<file path="src/design/wdt_consts.svh">
// Purpose: Named offsets, bit positions and counts of the watchdog block
// Assumes: Included by its bare name from every design file that needs it
// Notes:   Definitions only
`ifndef WDT_CONSTS_SVH
`define WDT_CONSTS_SVH

// APB byte offsets
`define WDT_OFF_CS        12'h000
`define WDT_OFF_KEY       12'h004
`define WDT_OFF_SEL       12'h008
`define WDT_OFF_IRQ       12'h00C

// Control/status bit positions
`define WDT_BIT_RESTART   0
`define WDT_BIT_RST_EN    1
`define WDT_BIT_CAUSE     2
`define WDT_BIT_TIMEOUT   3
`define WDT_BIT_PWRUP     6

// Interrupt enable bit positions
`define WDT_BIT_WDIE      0
`define WDT_BIT_GIE       1

// Timed access key bytes and open window length in clocks
`define WDT_KEY_FIRST     8'hAA
`define WDT_KEY_SECOND    8'h55
`define WDT_TA_WINDOW     4'h8

// Reset values
`define WDT_SEL_RESET     2'h0
`define WDT_PWRUP_RESET   1'b1

// Delay from time-out to system reset, in clocks
`define WDT_POST_CLKS     10'h200
`define WDT_POST_LAST     10'h1FF

`endif

</file>
<file path="src/design/wdt_pkg.sv">
// Purpose: Types shared by the watchdog modules
// Assumes: Nothing
// Notes:   Constants live in wdt_consts.svh
package wdt_pkg;
  typedef logic [1:0] wdt_sel_t;
  typedef enum logic [1:0] {WDT_TA_IDLE, WDT_TA_HALF, WDT_TA_OPEN} wdt_ta_e;
endpackage

</file>
<file path="src/design/wdt_ctl_if.sv">
// Purpose: Control and event signals between watchdog top and divider
// Assumes: Both ends on pclk
// Notes:   No clocking block
`timescale 1ns/1ps
interface wdt_ctl_if;
  import wdt_pkg::*;
  logic     restart;
  logic     run;
  wdt_sel_t sel;
  logic     timeout;
  logic     expire;
  modport top (output restart, output run, output sel,
               input timeout, input expire);
  modport div (input restart, input run, input sel,
               output timeout, output expire);
endinterface

</file>
<file path="src/design/wdt_divider.sv">
// Purpose: Free-running divider chain with time-out and post-delay counter
// Assumes: restart is a level or pulse on pclk
// Notes:   expire pulses 512 clocks after a time-out unless restarted
`timescale 1ns/1ps
`include "wdt_consts.svh"
module wdt_divider
  import wdt_pkg::*;
#(
  parameter int unsigned E0 = 17,
  parameter int unsigned E1 = 20,
  parameter int unsigned E2 = 23,
  parameter int unsigned E3 = 26
)(
  input wire logic pclk,
  input wire logic presetn,
  wdt_ctl_if.div   ctl
);
  localparam int unsigned W = E3;

  logic [W-1:0] cnt;
  logic [W-1:0] mask;
  logic [9:0]   post_cnt;
  logic         armed;
  logic         terminal;

  ////////////////////////////////////////////////////////////////////////////
  // Selected interval as a mask of low counter bits
  always_comb begin
    unique case (ctl.sel)
      2'h0:    mask = W'((64'h1 << E0) - 64'h1);
      2'h1:    mask = W'((64'h1 << E1) - 64'h1);
      2'h2:    mask = W'((64'h1 << E2) - 64'h1);
      2'h3:    mask = W'((64'h1 << E3) - 64'h1);
    endcase
  end

  assign terminal    = ctl.run && ((cnt & mask) == mask);
  assign ctl.timeout = terminal;
  assign ctl.expire  = armed && (post_cnt == `WDT_POST_LAST);

  // Divider chain, cleared by restart, counts while enabled
  always_ff @(posedge pclk or negedge presetn) begin
    if (!presetn) begin
      cnt <= '0;
    end else if (ctl.restart) begin
      cnt <= '0;
    end else if (ctl.run) begin
      cnt <= cnt + 1'b1;
    end
  end

  // Post time-out delay before a system reset
  always_ff @(posedge pclk or negedge presetn) begin
    if (!presetn) begin
      armed    <= 1'b0;
      post_cnt <= '0;
    end else if (ctl.restart) begin
      armed    <= 1'b0;
      post_cnt <= '0;
    end else if (terminal && !armed) begin
      armed    <= 1'b1;
      post_cnt <= '0;
    end else if (armed) begin
      if (post_cnt == `WDT_POST_LAST) begin
        armed <= 1'b0;
      end
      post_cnt <= post_cnt + 10'h001;
    end
  end
endmodule

</file>
<file path="src/design/wdt_timed_access.sv">
// Purpose: Two-byte key sequence opening a short write window
// Assumes: key_wr and close are one-cycle strobes on pclk
// Notes:   A wrong byte drops the sequence back to idle
`timescale 1ns/1ps
`include "wdt_consts.svh"
module wdt_timed_access
  import wdt_pkg::*;
(
  input  wire logic       pclk,
  input  wire logic       presetn,
  input  wire logic       key_wr,
  input  wire logic [7:0] key_data,
  input  wire logic       close,
  output logic            open
);
  wdt_ta_e    state;
  logic [3:0] win;

  assign open = (state == WDT_TA_OPEN);

  // Key sequence and window timer
  always_ff @(posedge pclk or negedge presetn) begin
    if (!presetn) begin
      state <= WDT_TA_IDLE;
      win   <= 4'h0;
    end else if (key_wr) begin
      if (key_data == `WDT_KEY_FIRST) begin
        state <= WDT_TA_HALF;
      end else if (state == WDT_TA_HALF && key_data == `WDT_KEY_SECOND) begin
        state <= WDT_TA_OPEN;
        win   <= `WDT_TA_WINDOW;
      end else begin
        state <= WDT_TA_IDLE;
      end
    end else begin
      unique case (state)
        WDT_TA_IDLE: state <= WDT_TA_IDLE;
        WDT_TA_HALF: state <= WDT_TA_HALF;
        WDT_TA_OPEN: begin
          if (close || win == 4'h1) begin
            state <= WDT_TA_IDLE;
          end
          win <= win - 4'h1;
        end
        default:     state <= WDT_TA_IDLE;
      endcase
    end
  end
endmodule

</file>
<file path="src/design/wdt_top.sv">
// Purpose: Watchdog timer monitor with APB register access
// Assumes: presetn is the power-on/power-fail reset; pclk 20 MHz
// Notes:   ext_reset_n is the chip external reset pin, synchronised here
//          Flag sets win over software writes in the same cycle
//          wdt_sys_reset is an output only and resets nothing in here
//
// Summary of operation
// - Free-running divider on the system clock sets the time-out interval.
// - Two-bit select: 2^17, 2^20, 2^23 or 2^26 clocks.
// - Time-out sets the time-out flag, control/status bit 3.
// - The flag sets even with the interrupt disabled, for polling.
// - Hardware never clears the time-out flag; software does.
// - Interrupt raised when flag, watchdog and global enables all set.
// - Interrupt and reset paths are enabled independently.
// - With reset enabled and no restart, reset follows 512 clocks later.
// - Watchdog reset lasts two machine cycles and sets the cause flag.
// - Cause flag cleared only by software write or power-fail reset.
// - With reset disabled the watchdog never touches the cause flag.
// - Bit 1 enables the watchdog reset; clear means no reset.
// - Writing restart bit 0 clears the divider; the bit self-clears.
// - Power-on or power-fail reset disables the watchdog.
// - External or watchdog reset restarts the count, not disabling it.
// - Power-up flag bit 6 set at power-up; cleared only by software.
// - Enable, flag and restart writes need key AAh then 55h first.
// - Time-out select resets to the shortest 2^17 interval.
`timescale 1ns/1ps
`include "wdt_consts.svh"
module wdt_top
  import wdt_pkg::*;
#(
  parameter int unsigned SEL0_EXP = 17,
  parameter int unsigned SEL1_EXP = 20,
  parameter int unsigned SEL2_EXP = 23,
  parameter int unsigned SEL3_EXP = 26,
  parameter int unsigned MC_CLKS  = 4
)(
  input  wire logic        pclk,
  input  wire logic        presetn,
  input  wire logic        psel,
  input  wire logic        penable,
  input  wire logic        pwrite,
  input  wire logic [11:0] paddr,
  input  wire logic [31:0] pwdata,
  output logic      [31:0] prdata,
  output logic             pready,
  output logic             pslverr,
  input  wire logic        ext_reset_n,
  output logic             wdt_irq,
  output logic             wdt_sys_reset
);

  ////////////////////////////////////////////////////////////////////////////
  // Parameter checks
  // Exponents must rise; the widest one sets the counter width
  generate
    if (!(SEL0_EXP > 0 && SEL0_EXP < SEL1_EXP && SEL1_EXP < SEL2_EXP &&
          SEL2_EXP < SEL3_EXP && SEL3_EXP <= 30)) begin : g_bad_exp
      $error("wdt_top: interval exponents must rise and stay below 31");
    end
    if (MC_CLKS < 1 || MC_CLKS > 7) begin : g_bad_mc
      $error("wdt_top: MC_CLKS must be 1 to 7");
    end
  endgenerate

  localparam logic [3:0] RST_LAST = 4'((2 * MC_CLKS) - 1);

  ////////////////////////////////////////////////////////////////////////////
  // Declarations
  wdt_ctl_if ctl ();

  // Pin synchroniser
  logic        ext_meta;
  logic        ext_sync;

  // Bus decode and key window
  logic        bus_wr;
  logic        bus_setup;
  logic        addr_ok;
  logic        cs_wr;
  logic        key_wr;
  logic        sel_wr;
  logic        irq_wr;
  logic        ta_open;

  // Register bits
  logic        pwrup_flag;
  logic        timeout_flag;
  logic        cause_flag;
  logic        reset_enable;
  logic        restart_bit;
  logic        running;
  wdt_sel_t    timeout_sel;
  logic        wd_irq_en;
  logic        global_irq_en;

  // Reset pulse and read path
  logic        rst_start;
  logic [3:0]  rst_cnt;
  logic [7:0]  cs_value;
  logic [31:0] next_rdata;

  ////////////////////////////////////////////////////////////////////////////
  // External reset pin synchroniser
  // Both stages reset high, so power-up brings no false restart
  always_ff @(posedge pclk or negedge presetn) begin
    if (!presetn) begin
      ext_meta <= 1'b1;
      ext_sync <= 1'b1;
    end else begin
      ext_meta <= ext_reset_n;
      ext_sync <= ext_meta;
    end
  end

  ////////////////////////////////////////////////////////////////////////////
  // APB decode; the slave never waits
  assign pready    = 1'b1;
  assign bus_setup = psel && !penable;
  assign bus_wr    = psel && penable && pwrite;
  assign addr_ok   = (paddr == `WDT_OFF_CS)  || (paddr == `WDT_OFF_KEY) ||
                     (paddr == `WDT_OFF_SEL) || (paddr == `WDT_OFF_IRQ);
  assign pslverr   = psel && penable && !addr_ok;

  // One write strobe per register, in the access phase
  assign cs_wr     = bus_wr && (paddr == `WDT_OFF_CS);
  assign key_wr    = bus_wr && (paddr == `WDT_OFF_KEY);
  assign sel_wr    = bus_wr && (paddr == `WDT_OFF_SEL);
  assign irq_wr    = bus_wr && (paddr == `WDT_OFF_IRQ);

  // Key sequence unlocking the protected bits
  wdt_timed_access u_ta (
    .pclk     (pclk),
    .presetn  (presetn),
    .key_wr   (key_wr),
    .key_data (pwdata[7:0]),
    .close    (cs_wr),
    .open     (ta_open)
  );

  ////////////////////////////////////////////////////////////////////////////
  // Power-up flag: set by the power-on reset or by a control/status write of one to bit 6
  always_ff @(posedge pclk or negedge presetn) begin
    if (!presetn) begin
      pwrup_flag <= `WDT_PWRUP_RESET;
    end else if (cs_wr) begin
      pwrup_flag <= pwdata[`WDT_BIT_PWRUP];
    end
  end

  // Reset enable, protected by the key
  always_ff @(posedge pclk or negedge presetn) begin
    if (!presetn) begin
      reset_enable <= 1'b0;
    end else if (cs_wr && ta_open) begin
      reset_enable <= pwdata[`WDT_BIT_RST_EN];
    end
  end

  // Time-out flag: hardware sets, software writes; the set wins
  // A clear meeting a time-out loses, so no time-out goes unseen
  always_ff @(posedge pclk or negedge presetn) begin
    if (!presetn) begin
      timeout_flag <= 1'b0;
    end else if (ctl.timeout) begin
      timeout_flag <= 1'b1;
    end else if (cs_wr && ta_open) begin
      timeout_flag <= pwdata[`WDT_BIT_TIMEOUT];
    end
  end

  // Reset-cause flag: set by a watchdog reset, write zero to clear
  // Writing one leaves it alone; only a zero clears it
  always_ff @(posedge pclk or negedge presetn) begin
    if (!presetn) begin
      cause_flag <= 1'b0;
    end else if (rst_start) begin
      cause_flag <= 1'b1;
    end else if (cs_wr) begin
      cause_flag <= cause_flag & pwdata[`WDT_BIT_CAUSE];
    end
  end

  // Restart bit: one-cycle pulse, self-clearing
  // Reads back as one only in the cycle after the write
  always_ff @(posedge pclk or negedge presetn) begin
    if (!presetn) begin
      restart_bit <= 1'b0;
    end else begin
      restart_bit <= cs_wr && ta_open && pwdata[`WDT_BIT_RESTART];
    end
  end

  // Watchdog runs once started; only the power-on reset stops it
  always_ff @(posedge pclk or negedge presetn) begin
    if (!presetn) begin
      running <= 1'b0;
    end else if (restart_bit) begin
      running <= 1'b1;
    end
  end

  // Interval select
  // A new select applies to the running count at once
  always_ff @(posedge pclk or negedge presetn) begin
    if (!presetn) begin
      timeout_sel <= `WDT_SEL_RESET;
    end else if (sel_wr) begin
      timeout_sel <= pwdata[1:0];
    end
  end

  // Interrupt enables
  // The global enable lives here as a local bit
  always_ff @(posedge pclk or negedge presetn) begin
    if (!presetn) begin
      wd_irq_en     <= 1'b0;
      global_irq_en <= 1'b0;
    end else if (irq_wr) begin
      wd_irq_en     <= pwdata[`WDT_BIT_WDIE];
      global_irq_en <= pwdata[`WDT_BIT_GIE];
    end
  end

  ////////////////////////////////////////////////////////////////////////////
  // Divider control; external or watchdog reset restarts the count
  assign ctl.restart = restart_bit || !ext_sync || rst_start;
  assign ctl.run     = running;
  assign ctl.sel     = timeout_sel;

  // Divider chain and post time-out delay
  wdt_divider #(
    .E0 (SEL0_EXP),
    .E1 (SEL1_EXP),
    .E2 (SEL2_EXP),
    .E3 (SEL3_EXP)
  ) u_div (
    .pclk    (pclk),
    .presetn (presetn),
    .ctl     (ctl.div)
  );

  ////////////////////////////////////////////////////////////////////////////
  // System reset pulse of two machine cycles
  assign rst_start = ctl.expire && reset_enable && !wdt_sys_reset;

  // Counts the pulse down; a new expiry cannot stretch it
  always_ff @(posedge pclk or negedge presetn) begin
    if (!presetn) begin
      wdt_sys_reset <= 1'b0;
      rst_cnt       <= 4'h0;
    end else if (rst_start) begin
      wdt_sys_reset <= 1'b1;
      rst_cnt       <= RST_LAST;
    end else if (wdt_sys_reset) begin
      if (rst_cnt == 4'h0) begin
        wdt_sys_reset <= 1'b0;
      end
      rst_cnt <= rst_cnt - 4'h1;
    end
  end

  // Interrupt request, independent of the reset path
  // Follows the flag, so clearing the flag drops the request
  always_ff @(posedge pclk or negedge presetn) begin
    if (!presetn) begin
      wdt_irq <= 1'b0;
    end else begin
      wdt_irq <= timeout_flag && wd_irq_en && global_irq_en;
    end
  end

  ////////////////////////////////////////////////////////////////////////////
  // Read data, captured in the setup phase
  always_comb begin
    cs_value = 8'h00;
    cs_value[`WDT_BIT_PWRUP]   = pwrup_flag;
    cs_value[`WDT_BIT_TIMEOUT] = timeout_flag;
    cs_value[`WDT_BIT_CAUSE]   = cause_flag;
    cs_value[`WDT_BIT_RST_EN]  = reset_enable;
    cs_value[`WDT_BIT_RESTART] = restart_bit;
    // Unmapped words and the key register read as zero
    next_rdata = 32'h0000_0000;
    unique case (paddr)
      `WDT_OFF_CS:  next_rdata[7:0] = cs_value;
      `WDT_OFF_SEL: next_rdata[1:0] = timeout_sel;
      `WDT_OFF_IRQ: begin
        next_rdata[`WDT_BIT_WDIE] = wd_irq_en;
        next_rdata[`WDT_BIT_GIE]  = global_irq_en;
      end
      default:      next_rdata = 32'h0000_0000;
    endcase
  end

  // Held from the setup edge so the word stands all access phase
  always_ff @(posedge pclk or negedge presetn) begin
    if (!presetn) begin
      prdata <= 32'h0000_0000;
    end else if (bus_setup) begin
      prdata <= next_rdata;
    end
  end
endmodule

</file>
<file path="config.mk">
export PLATFORM = sky130hd
export DESIGN_NAME = wdt_top
export DESIGN_NICKNAME = d
export VERILOG_FILES = /design/src/design/wdt_pkg.sv /design/src/design/wdt_ctl_if.sv /design/src/design/wdt_divider.sv /design/src/design/wdt_timed_access.sv /design/src/design/wdt_top.sv
export VERILOG_INCLUDE_DIRS = /design/src /design/src/design
export SDC_FILE = /design/constraint.sdc
export NUM_CORES = 1
export LEC_CHECK = 0
export ABC_AREA = 1
export BUFFER_PORTS_ARGS = -buffer_cell sky130_fd_sc_hd__buf_2
export CAP_MARGIN = 20
export CORE_AREA = 2 2 85 87
export DETAILED_ROUTE_END_ITERATION = 7
export DIE_AREA = 0 0 87 89
export HOLD_SLACK_MARGIN = 0.05
export PLACE_DENSITY_LB_ADDON = 0.05
export SYNTH_ARGS = -nofsm -noshare
export SYNTH_HDL_FRONTEND = slang
export SYNTH_SLANG_ARGS = --single-unit
export TNS_END_PERCENT = 30
</file>
<file path="constraint.sdc">
create_clock -name pclk -period 2.78 [get_ports pclk]
set_input_delay 0.139 -clock pclk [delete_from_list [all_inputs] [get_ports pclk]]
set_output_delay 0.139 -clock pclk [all_outputs]
set_load 0.005 [all_outputs]
</file>
==> results.ini, run 1 <==
[power]
p_seq_share_pct=52.1
sw_frac_of_total_pct=21.6
p_leak_nw=2.00
intPower_mw=1.45
power.switching_uw=399
ir_worst_vdd_uv=303
power_frac_comb_pct=4.6
clockPowerShare_pct=43.3
power_density_mw_per_mm2=435

[clock_tree]
cts_max_level=3
clock-root-buffer=clkbuf_8
numCtsBuffers=9
cts_buffer_depth=2
clk_pin_slew_ns=0.07
cts_sinks=66
clk_latency_ns=0.33
postCtsSetupRepairBufs=0
tritoncts=done
cts_resized=0

[flow_run]
maxCapViolCount=0

[die]
rows=30
die_area_mm2=0.00774
die_h_um=89
ios=86
die_w_um=87
initial_core_util_pct=58.0
core_mm2=0.00672

[place]
port_buffers=33
placed_cell_area_mm2=0.00404
dp_hpwl_mm=5.71
dp_slack_ns=0.852
gp_congestion=0.850

[global_routing]
grt_pass1_vias=2798
met3_usage_pct=4.16
grt-busiest-layer=met2
gr-usage-met2_pct=31.6
grt.total_usage_pct=20.5
grt_pass1_wl_mm=12.5
antenna_found_initial=0
grt_max_degree=36
met1_usage_pct=28.8
grt_overflow=0

[final_layout]
final_area_mm2=0.00425
final_cell_mix=nand2_1 (121), nor2_1 (64), dfrtp_1 (63), inv_1 (52), buf_2 (33)
antenna_cells=0
nets=596
drive_gt1_share_pct=15.8
area_growth_pct=9.25
final_util_pct=63.3
fillers=575
final_common_cell=nand2_1

[synthesis]
ys_warn_count=0
ys_seq_area_share_pct=42.5
synth-seq-cells=66
synth.avg_cell_area_um2=7.77
ys_types=38
synthCells=501
syn_area_mm2=0.00389

[critical_path]
crit_path_start_kind=register
critPathMaxFanout=25
critPathCaptureType=register
path_buf_inv=1
slowest_stage=dfrtp_1
path_cells=ha_1 -> nand2_1 -> nor2_1 -> nand3_1 -> nor2_2 -> nand3_2 -> nand2_4 -> inv_2 -> nand2_1 -> nor2_1
cp.required_ns=3.00
critical_path_class=register to register
worstPathArrival_ns=2.11
critPathMaxStageDelay_ns=0.37
crit_family=simple AND/OR/NAND/NOR gates

[timing]
layout_setup_ws_ns=0.888
drv_slew=0
setup_viol=0
min_period_over_period_pct=68.0
rsz0062_at_grt=false
hold_slack_ns=0.0797
slew_headroom_pct=51.2
fmax_mhz=529
finalWorstPathRequiredPeriod_ns=1.89
worst_pin_slew_ns=0.731
fin_setup_tns_ns=0
clock_skew_ns=0.00660
hold_viol=0

[route]
drc=0
wl_per_cell_um=12.0
drt-pass1-iter-count=4
drtIter0Drc=231
vias_per_cell=4.99
vias=3124
drtAntennaViolNets=0
routed_wirelength_mm=7.49

[hold_path]
hold_class=primary input to register

[run_status]
status=completed

## layer usage
layer	share of wire, %	wire, µm
met1	48	3600
met2	47	3500
met3	4.2	314
met4	1.1	80
met5	0	0
## cell type report
type | count | area (µm²) | share of cell area (%)
inverters | 56 | 210 | 4.94
multi-input cells | 372 | 1890 | 44.3
repair buffers | 36 | 205 | 4.82
clock inverters | 2 | 35.0 | 0.824
flip-flops and latches | 66 | 1660 | 38.9
well taps | 80 | 100 | 2.35
clock buffers | 14 | 163 | 3.82
## worst min-delay path, stage by stage
cell     delay (ns)
buf_2          0.10
o21ai_0        0.08
nand2_1        0.05
## sequential cells by signal, summed over array words and instances (netlist names), 2 cells and up
| name | cells |
|---|---|
| ctl.sel | 2 |
| prdata | 5 |
| rst_cnt | 4 |
| u_div.cnt | 26 |
| u_div.post_cnt | 10 |
| u_ta.state | 2 |
| u_ta.win | 4 |
## power groups by stage
stage,logic [mW],registers [mW],clock network [mW]
3_3_place_gp,0.0829,0.981,0
5_1_grt,0.0997,0.963,0.870
6_report,0.0854,0.964,0.801
4_1_cts,0.0864,0.963,0.822
3_5_place_dp,0.0839,0.981,0
2_1_floorplan,0.0638,0.982,0
## stage by stage
| step | power [mW] | instances |
|---|---|---|
| floorplan | 1.05 | 527 |
| global placement | 1.06 | 608 |
| detailed placement | 1.07 | 608 |
| CTS | 1.87 | 626 |
| global route | 1.93 | 626 |
| finish | 1.85 | 626 |
## path summary, 6_finish.rpt
kind                                               start                             to  slack [ns]  depth (start not counted)
max                        u_div.post_cnt[0]$_DFFE_PN0P_  u_div.post_cnt[4]$_DFFE_PN0P_        0.89                         10
min                                            pwdata[2]         cause_flag$_DFFE_PN0P_        0.08                          3
max reg2reg                u_div.post_cnt[0]$_DFFE_PN0P_  u_div.post_cnt[4]$_DFFE_PN0P_        0.89                         10
min reg2reg                           ext_meta$_DFF_PN1_             ext_sync$_DFF_PN1_        0.36                          0
max in group asynchronous                        presetn         pwrup_flag$_DFFE_PN1P_        1.69                          3
min in group asynchronous                        presetn       u_div.cnt[7]$_DFFE_PN0P_        0.40                          2
## Yosys cell counts (all sizes together)
cell type    n  area share [%]
dfstp        3             2.0
xnor2        6             1.3
nand4       23             4.1
or2          6            0.96
o21ai       14             1.8
nand2      127              13
o211ai       2            0.39
nand3       33             4.6
dfrtp       63              40
nor4         2            0.32
inv         56             5.4
a21oi       10             1.3
nor3        17             2.9
ha           5             1.6
xor2        13             2.9
a31oi        1            0.16
o21a         1            0.19
o31ai        2            0.39
nor2        79             9.4
buf         33             6.2
conb         2            0.19
and2         1            0.16
o21bai       1            0.19
and3         1            0.16
## what timing repair did
action / 4_1_cts / 5_1_grt
hold buffers: 2 / 0
setup endpoints to repair: 0 / 0
hold endpoints to repair: 30 / 0
## logic make-up (layout without fill, tap and decap cells)
| logic type | count (synthesis) | after routing | share of synthesized area (%) |
|---|---|---|---|
| AO/OA/AOI/OAI | 31 | 31 | 4.40 |
| XOR/XNOR | 19 | 19 | 4.27 |
| adder cells (fa/ha/maj) | 5 | 5 | 1.61 |
| buffers and inverters | 89 | 108 | 11.6 |
| flip-flops | 66 | 66 | 42.5 |
| other | 2 | 28 | 0.193 |
| AND/OR/NAND/NOR | 289 | 289 | 35.4 |
Note: power is estimated with default switching activity, not from simulation.
==> inputs of run 2 (changes only) <==
- CORE_AREA: 2 2 85 87 -> 2 2 93 95
- DIE_AREA: 0 0 87 89 -> 0 0 95 97
- clock period: 2.78 -> 1.7 ns (I/O delays scaled with it)
==> run 2 against run 1 <==
Wire length rose by 4.7%. Count of clock-buffer cells in the layout is 1 lower. Combinational power increased by 81%. Cell area rose by 4.4%. Die area rose by 19%. Global-route usage shrank 2.3 points. Utilization decreased by 8.7 points. Fmax increased by 19%. Register-to-register slack worse by 0.77 ns. Hold slack got worse by 0.015 ns. Critical path type unchanged. Largest cell class unchanged.
==> results.ini, run 2 (synthesized netlist as in run 1, its figures left out) <==
[timing]
drv_slew=0  ; unchanged
fmax_mhz=630  ; +19%
rsz0062_at_grt=true
finalWorstPathRequiredPeriod_ns=1.59  ; -0.305 ns
hold_viol=0  ; unchanged
clock_skew_ns=0.0108  ; +0.00421 ns
min_period_over_period_pct=93.3  ; +25 points
setup_viol=0  ; unchanged

[clock_tree]
cts_max_level=3  ; unchanged
cts_sinks=66  ; unchanged
clk_latency_ns=0.33  ; about the same
cts_buffer_depth=2  ; unchanged
clk_pin_slew_ns=0.07  ; about the same
numCtsBuffers=9  ; unchanged
tritoncts=done
clock-root-buffer=clkbuf_8

[critical_path]
critPathMaxFanout=3  ; -88%
reg2reg_depth=9  ; -1
crit_path_start_kind=register
path_buf_inv=0  ; -1
critPathCaptureType=register
slowest_stage=dfrtp_1
reg2reg_slack_ns=0.11  ; -0.77 ns
worstReg2RegEnd=u_div.cnt[20]$_DFFE_PN0P_
path_cells=ha_2 -> nand2_1 -> nor2_4 -> nand3_4 -> nor2_4 -> nand2_4 -> nor2_4 -> xor2_1 -> nor2_1
worstPathArrival_ns=1.81  ; -0.30 ns
crit_family=simple AND/OR/NAND/NOR gates
critical_path_class=register to register
cp.required_ns=1.92  ; -1.08 ns
cp_common_cell=nor2_4
worstReg2RegStart=u_div.cnt[0]$_DFFE_PN0P_
critPathMaxStageDelay_ns=0.39  ; +0.02 ns

[final_layout]
final_cell_mix=nand2_1 (119), nor2_1 (63), dfrtp_1 (63), inv_1 (52), buf_2 (33)
top_register=u_div.cnt
area_growth_pct=14.0
final_area_mm2=0.00444  ; +4.4%
drive_gt1_share_pct=17.9  ; +2.1 points
antenna_cells=0  ; unchanged
final_common_cell=nand2_1
largest_reg_flops=26  ; unchanged
nets=609  ; +2.2%
top_regs=u_div.cnt: 26 flops, u_div.post_cnt: 10 flops, prdata: 5 flops

[die]
die_h_um=97  ; +9.0%
die_w_um=95  ; +9.2%
rows=33  ; +10%
ios=86  ; unchanged
die_area_mm2=0.00922  ; +19%
core_mm2=0.00813  ; +21%
initial_core_util_pct=47.9  ; -10 points

[global_routing]
antenna_found_initial=0  ; unchanged
grt.total_usage_pct=18.3  ; -2.3 points
grt_pass1_wl_mm=13.6  ; +8.5%
grt_pass1_vias=3053  ; +9.1%
grt_overflow=0  ; unchanged
grt_max_degree=67  ; +86%

[place]
gp_congestion=0.843  ; -0.80%
placed_cell_area_mm2=0.00411  ; +1.9%
port_buffers=33  ; unchanged
dp_hpwl_mm=5.90  ; +3.3%

[route]
vias=3172  ; +1.5%
routed_wirelength_mm=7.84  ; +4.7%
drc=0  ; unchanged
drtIter0Drc=91  ; -61%
vias_per_cell=4.78  ; -4.3%
drt-pass1-iter-count=4  ; unchanged
drtAntennaViolNets=0  ; unchanged
wl_per_cell_um=11.8  ; -1.3%

[power]
ir_worst_vdd_uv=574  ; +90%
power_density_mw_per_mm2=705  ; +62%
power_mw=3.13  ; +69%
p_leak_nw=2.06  ; +3.1%

[hold_path]
hold_class=primary input to register
hold_depth=3  ; unchanged
worstHoldStart=psel
hold_path_end=prdata[2]$_DFFE_PN0P_

[flow_run]
maxCapViolCount=0  ; unchanged

[run_status]
status=completed

==> run 2: changes by cell type in the layout (fill, tap and decap cells not counted), moves of 2 or more <==
| cell | previous run | this run |
|---|---|---|
| dlygate4sd3_1 | 2 | 6 |
| buf_4 | 0 | 8 |
| clkbuf_8 | 11 | 9 |
| ha_2 | 0 | 2 |
| ha_1 | 5 | 3 |
| nand2_1 | 121 | 119 |
==> run 2: layout make-up <==
class	instances	area [µm²]
Tap cell	105	131
Clock inverter	3	65.1
Clock buffer	13	139
Timing Repair Buffer	49	317
Inverter	56	213
Multi-Input combinational cell	372	1920
Sequential cell	66	1660
Fill cell	753	3690
==> run 2: timing repair <==
action                                 4_1_cts  5_1_grt
hold buffers                                 6        0
setup endpoints to repair                    0       28
endpoints found under the hold margin       68        0
setup buffers                                0        3
gates resized for setup                      0       12
==> run 2: how the worst max path moves through the flow <==
stage | depth (start not counted) | slack [ns] | startpoint | to
6_report | 9 | 0.11 | u_div.cnt[0]$_DFFE_PN0P_ | u_div.cnt[20]$_DFFE_PN0P_
5_1_grt | 9 | -0.02 | u_div.cnt[0]$_DFFE_PN0P_ | u_div.cnt[20]$_DFFE_PN0P_
4_1_cts | 10 | 0.03 | u_div.post_cnt[1]$_DFFE_PN0P_ | u_div.post_cnt[2]$_DFFE_PN0P_
3_5_place_dp | 10 | 0.04 | u_div.post_cnt[0]$_DFFE_PN0P_ | u_div.post_cnt[2]$_DFFE_PN0P_
3_3_place_gp | 10 | 0.05 | u_div.post_cnt[0]$_DFFE_PN0P_ | u_div.post_cnt[2]$_DFFE_PN0P_
2_1_floorplan | 11 | 0.25 | u_div.post_cnt[0]$_DFFE_PN0P_ | u_div.cnt[22]$_DFFE_PN0P_
==> run 2: worst min-delay path, delay by kind of cell <==
| family | cells | cell delay, ns |
|---|---|---|
| compound gates | 1 | 0.07 |
| buf+inv | 1 | 0.12 |
| simple gates | 1 | 0.07 |
==> run 2: routing by layer <==
metal  up-vias  wire length, µm  track usage (%)
met5         -                0                0
met4         0               79             5.02
met3         7              196             3.19
met2        44             3890             31.2
met1      1470             3680             23.6
li1       1651                -                -
==> run 2: where the power goes <==
group          internal (mW)  switching, mW  total [mW]
combinational         0.0519          0.104       0.155
sequential              1.57       0.000837        1.58
clock                  0.827          0.572        1.40
total                   2.45          0.676        3.13
==> run 2: stage by stage <==
step	util, %	setup slack [ns]	std cells	setup TNS (ns)	hold WS [ns]
final	54.6	0.113	664	0	0.0649
after global routing	54.6	-0.0239	664	-0.0263	0.0974
after CTS	53.8	0.0301	661	0	0.0510
after detailed placement	50.6	0.0362	639	0	0.133
after global placement	50.6	0.0542	639	0	0.135
after floorplan	-	0.251	527	0	-0.211
==> inputs of run 3 (changes only) <==
- CORE_AREA: 2 2 93 95 -> 2 2 90 92
- CTS_BUF_LIST: default -> sky130_fd_sc_hd__clkbuf_2 sky130_fd_sc_hd__clkbuf_4 sky130_fd_sc_hd__clkbuf_8
- DIE_AREA: 0 0 95 97 -> 0 0 92 94
- SYNTH_HIERARCHICAL: default -> 1
==> run 3 against run 2 <==
Setup slack got worse by 0.57 ns. Critical endpoint is now u_div/cnt[23]$_DFFE_PN0P_. Die area decreased by 6.2%. Via count increased by 10%. First-iteration DRC count increased by 120%. The flow now finishes with violations (setup timing). Count of clock-buffer cells in the layout decreased by 3.
==> results.ini, run 3 <==
[run_status]
status=complete, but fails checks
failed_checks=setup timing

[critical_path]
critPathCaptureType=register
crit_path_start_kind=register
reg2reg_depth=16  ; +7
worstPathArrival_ns=2.39  ; +0.58 ns
cp.required_ns=1.94  ; +0.02 ns
critical_path_class=register to register
critPathMaxFanout=5  ; +2
reg2reg_slack_ns=-0.45  ; -0.57 ns
worstReg2RegStart=u_div/post_cnt[0]$_DFFE_PN0P_
worstReg2RegEnd=u_div/cnt[23]$_DFFE_PN0P_

[synthesis]
synth_ff_type=dfrtp_1
synth.avg_cell_area_um2=7.63  ; -1.9%
synthCells=506  ; +1.0%
muxShareOfSynthArea_pct=0  ; unchanged
ys_seq_area_share_pct=42.9  ; +0.39 points
synth-simple-area-share_pct=31.6  ; -3.9 points
synth-edff-count=0  ; unchanged
synth-seq-cells=66  ; unchanged
synth_compound_area_share_pct=9.66  ; +5.3 points
synthAdderAreaFrac_pct=1.95  ; +0.34 points
synth_common_cells=nand2_1 (106), dfrtp_1 (63), inv_1 (61)
synth-xor-area-share_pct=1.13  ; -3.1 points
synth.area.top_cells=dfrtp_1 (41%), nand2_1 (10%), nand3_1 (7.0%)
yosysMostFrequentCell=nand2_1
synth_top_cell_area_share_pct=40.9  ; +0.37 points
ys_warn_count=6  ; +6
syn_area_mm2=0.00386  ; -0.90%
synth_top_area_cell=dfrtp_1
ys_async_sr_fraction_pct=100  ; unchanged
ys_types=45  ; +18%
synth_top_family_by_area=simple AND/OR/NAND/NOR gates

[route]
vias=3498  ; +10%
drtIter0Drc=201  ; +120%
drc=0  ; unchanged
drt-pass1-iter-count=4  ; unchanged
routed_wirelength_mm=8.75  ; +12%
vias_per_cell=4.91  ; +2.7%
wl_per_cell_um=12.3  ; +4.0%
drtAntennaViolNets=0  ; unchanged

[power]
power_mw=3.11  ; -0.73%
power_density_mw_per_mm2=635  ; -9.9%
p_leak_nw=2.43  ; +18%
ir_worst_vdd_uv=399  ; -30%

[global_routing]
grt.total_usage_pct=21.4  ; +3.1 points
grt_pass1_vias=3335  ; +9.2%
grt_overflow=0  ; unchanged
grt_max_degree=24  ; -64%
antenna_found_initial=0  ; unchanged
grt_pass1_wl_mm=14.7  ; +8.3%

[final_layout]
top_register=u_div/cnt
final_common_cell=nand2_1
final_util_pct=64.3  ; +9.7 points
area_growth_pct=26.8
drive_gt1_share_pct=25.9  ; +8.0 points
top_regs=u_div/cnt: 26 flops, u_div/post_cnt: 10 flops, prdata: 5 flops
nets=662  ; +8.7%
largest_reg_flops=26  ; unchanged
final_cell_mix=nand2_1 (103), dfrtp_1 (63), inv_1 (59), nor2_1 (53)
fillers=675  ; -10%
antenna_cells=0  ; unchanged

[hold_path]
hold_path_end=prdata[3]$_DFFE_PN0P_
worstHoldStart=psel
hold_class=primary input to register
hold_depth=3  ; unchanged

[timing]
finalWorstPathRequiredPeriod_ns=2.15  ; +0.567 ns
drv_slew=0  ; unchanged
setup_viol=37  ; +37
slew_headroom_pct=62.3
fmax_mhz=464  ; -26%
rsz0062_at_grt=true
clock_skew_ns=0.0125  ; +0.00171 ns
min_period_over_period_pct=127  ; +33 points
hold_viol=0  ; unchanged
worst_pin_slew_ns=0.560
layout_setup_ws_ns=-0.454  ; -0.567 ns

[die]
initial_core_util_pct=50.7  ; +2.9 points
die_area_mm2=0.00865  ; -6.2%
core_mm2=0.00761  ; -6.5%
rows=32  ; -3.0%
die_w_um=92  ; -3.2%
ios=86  ; unchanged
die_h_um=94  ; -3.1%

[clock_tree]
clk_latency_ns=0.34  ; about the same
clk_pin_slew_ns=0.07  ; about the same
clock-root-buffer=clkbuf_8
cts_buffer_depth=2  ; unchanged
numCtsBuffers=9  ; unchanged
tritoncts=done
cts_sinks=66  ; unchanged
cts_max_level=3  ; unchanged

[place]
gp_congestion=0.793  ; -5.9%
port_buffers=33  ; unchanged
dp_slack_ns=-0.600  ; -0.636 ns
dp_hpwl_mm=6.51  ; +10%

[flow_run]
maxCapViolCount=0  ; unchanged

## run 3: cell types whose count changed in the layout (fill, tap and decap cells not counted), moves of 5 or more
cell	change
a21oi_1	+12
buf_4	+41
inv_1	+7
nand2_1	-16
nand3_1	+20
nand4_1	-10
nor2_1	-10
nor3_1	-10
o21ai_1	+11
o21ai_2	+5
xor2_1	-10
## run 3: worst max path at each step
stage	slack, ns	from	depth (start not counted)	endpoint
after CTS	-0.52	u_div/post_cnt[0]$_DFFE_PN0P_	15	u_div/cnt[9]$_DFFE_PN0P_
after global routing	-0.62	u_div/post_cnt[3]$_DFFE_PN0P_	17	u_div/cnt[23]$_DFFE_PN0P_
final	-0.45	u_div/post_cnt[0]$_DFFE_PN0P_	16	u_div/cnt[23]$_DFFE_PN0P_
after floorplan	-0.63	u_div/post_cnt[0]$_DFFE_PN0P_	16	u_div/cnt[23]$_DFFE_PN0P_
after detailed placement	-0.60	u_div/post_cnt[0]$_DFFE_PN0P_	16	u_div/cnt[23]$_DFFE_PN0P_
after global placement	-0.52	u_div/post_cnt[1]$_DFFE_PN0P_	16	u_div/cnt[23]$_DFFE_PN0P_
## run 3: metrics by stage
step	area [µm²]	hold slack [ns]	instances	setup TNS, ns
3_3_place_gp	4410	0.102	678	-14.37
2_1_floorplan	4000	-0.211	532	-14.07
5_1_grt	4890	0.0878	713	-16.98
4_1_cts	4770	0.0693	706	-13.68
3_5_place_dp	4410	0.115	678	-16.80
6_report	4890	0.0808	713	-11.21
## run 3: power by group
| group | leakage (nW) | switching (mW) | internal (mW) | total, mW |
|---|---|---|---|---|
| clock | 0.0959 | 0.630 | 0.696 | 1.33 |
| sequential | 0.891 | 0.000916 | 1.57 | 1.57 |
| combinational | 1.44 | 0.124 | 0.0824 | 0.206 |
| total | 2.43 | 0.755 | 2.35 | 3.11 |
## run 3: final cells by class
| cell class | count | area, µm² | share of cell area [%] |
|---|---|---|---|
| clock buffer | 10 | 131 | 2.69 |
| clock inverter | 6 | 67.6 | 1.38 |
| inverter | 67 | 255 | 5.22 |
| multi-input combinational | 367 | 1970 | 40.3 |
| sequential | 66 | 1660 | 33.8 |
| tap | 102 | 128 | 2.61 |
| timing repair buffer | 95 | 682 | 13.9 |
## run 3: metal layers
metal	routed length (µm)	up-vias	GRT usage [%]
li1	-	1791	-
met1	3990	1623	25.8
met2	4360	71	39.0
met3	279	13	2.89
met4	122	0	7.96
met5	0	-	0
## run 3: cell families after synthesis
family,count (synthesis)
other cells,2
buf+inv,99
compound gates,65
simple gates,263
flops,66
xor+xnor,5
fa+ha+maj,6
## run 3: critical path, stage by stage, from the launching register on
cell and delay (ns):
dfrtp_1 0.40, ha_4 0.16, nand3_4 0.08, nor3_4 0.14, nand4_1 0.12, inv_2 0.08
nand3_2 0.07, nand3b_1 0.17, nor2_4 0.07, nor2_4 0.12, nand2_4 0.07, nor2_4 0.11
nand2_4 0.09, nor2_8 0.12, nand2_2 0.06, o21ai_1 0.12, nor2_1 0.06
## run 3: what timing repair did
item,in CTS,in global routing
pin swaps,11,11
cloned,0,1
endpoints found under the setup margin,37,38
resized for setup,13,24
hold buffers,7,0
buffers inserted,5,6
endpoints found under the hold margin,26,0
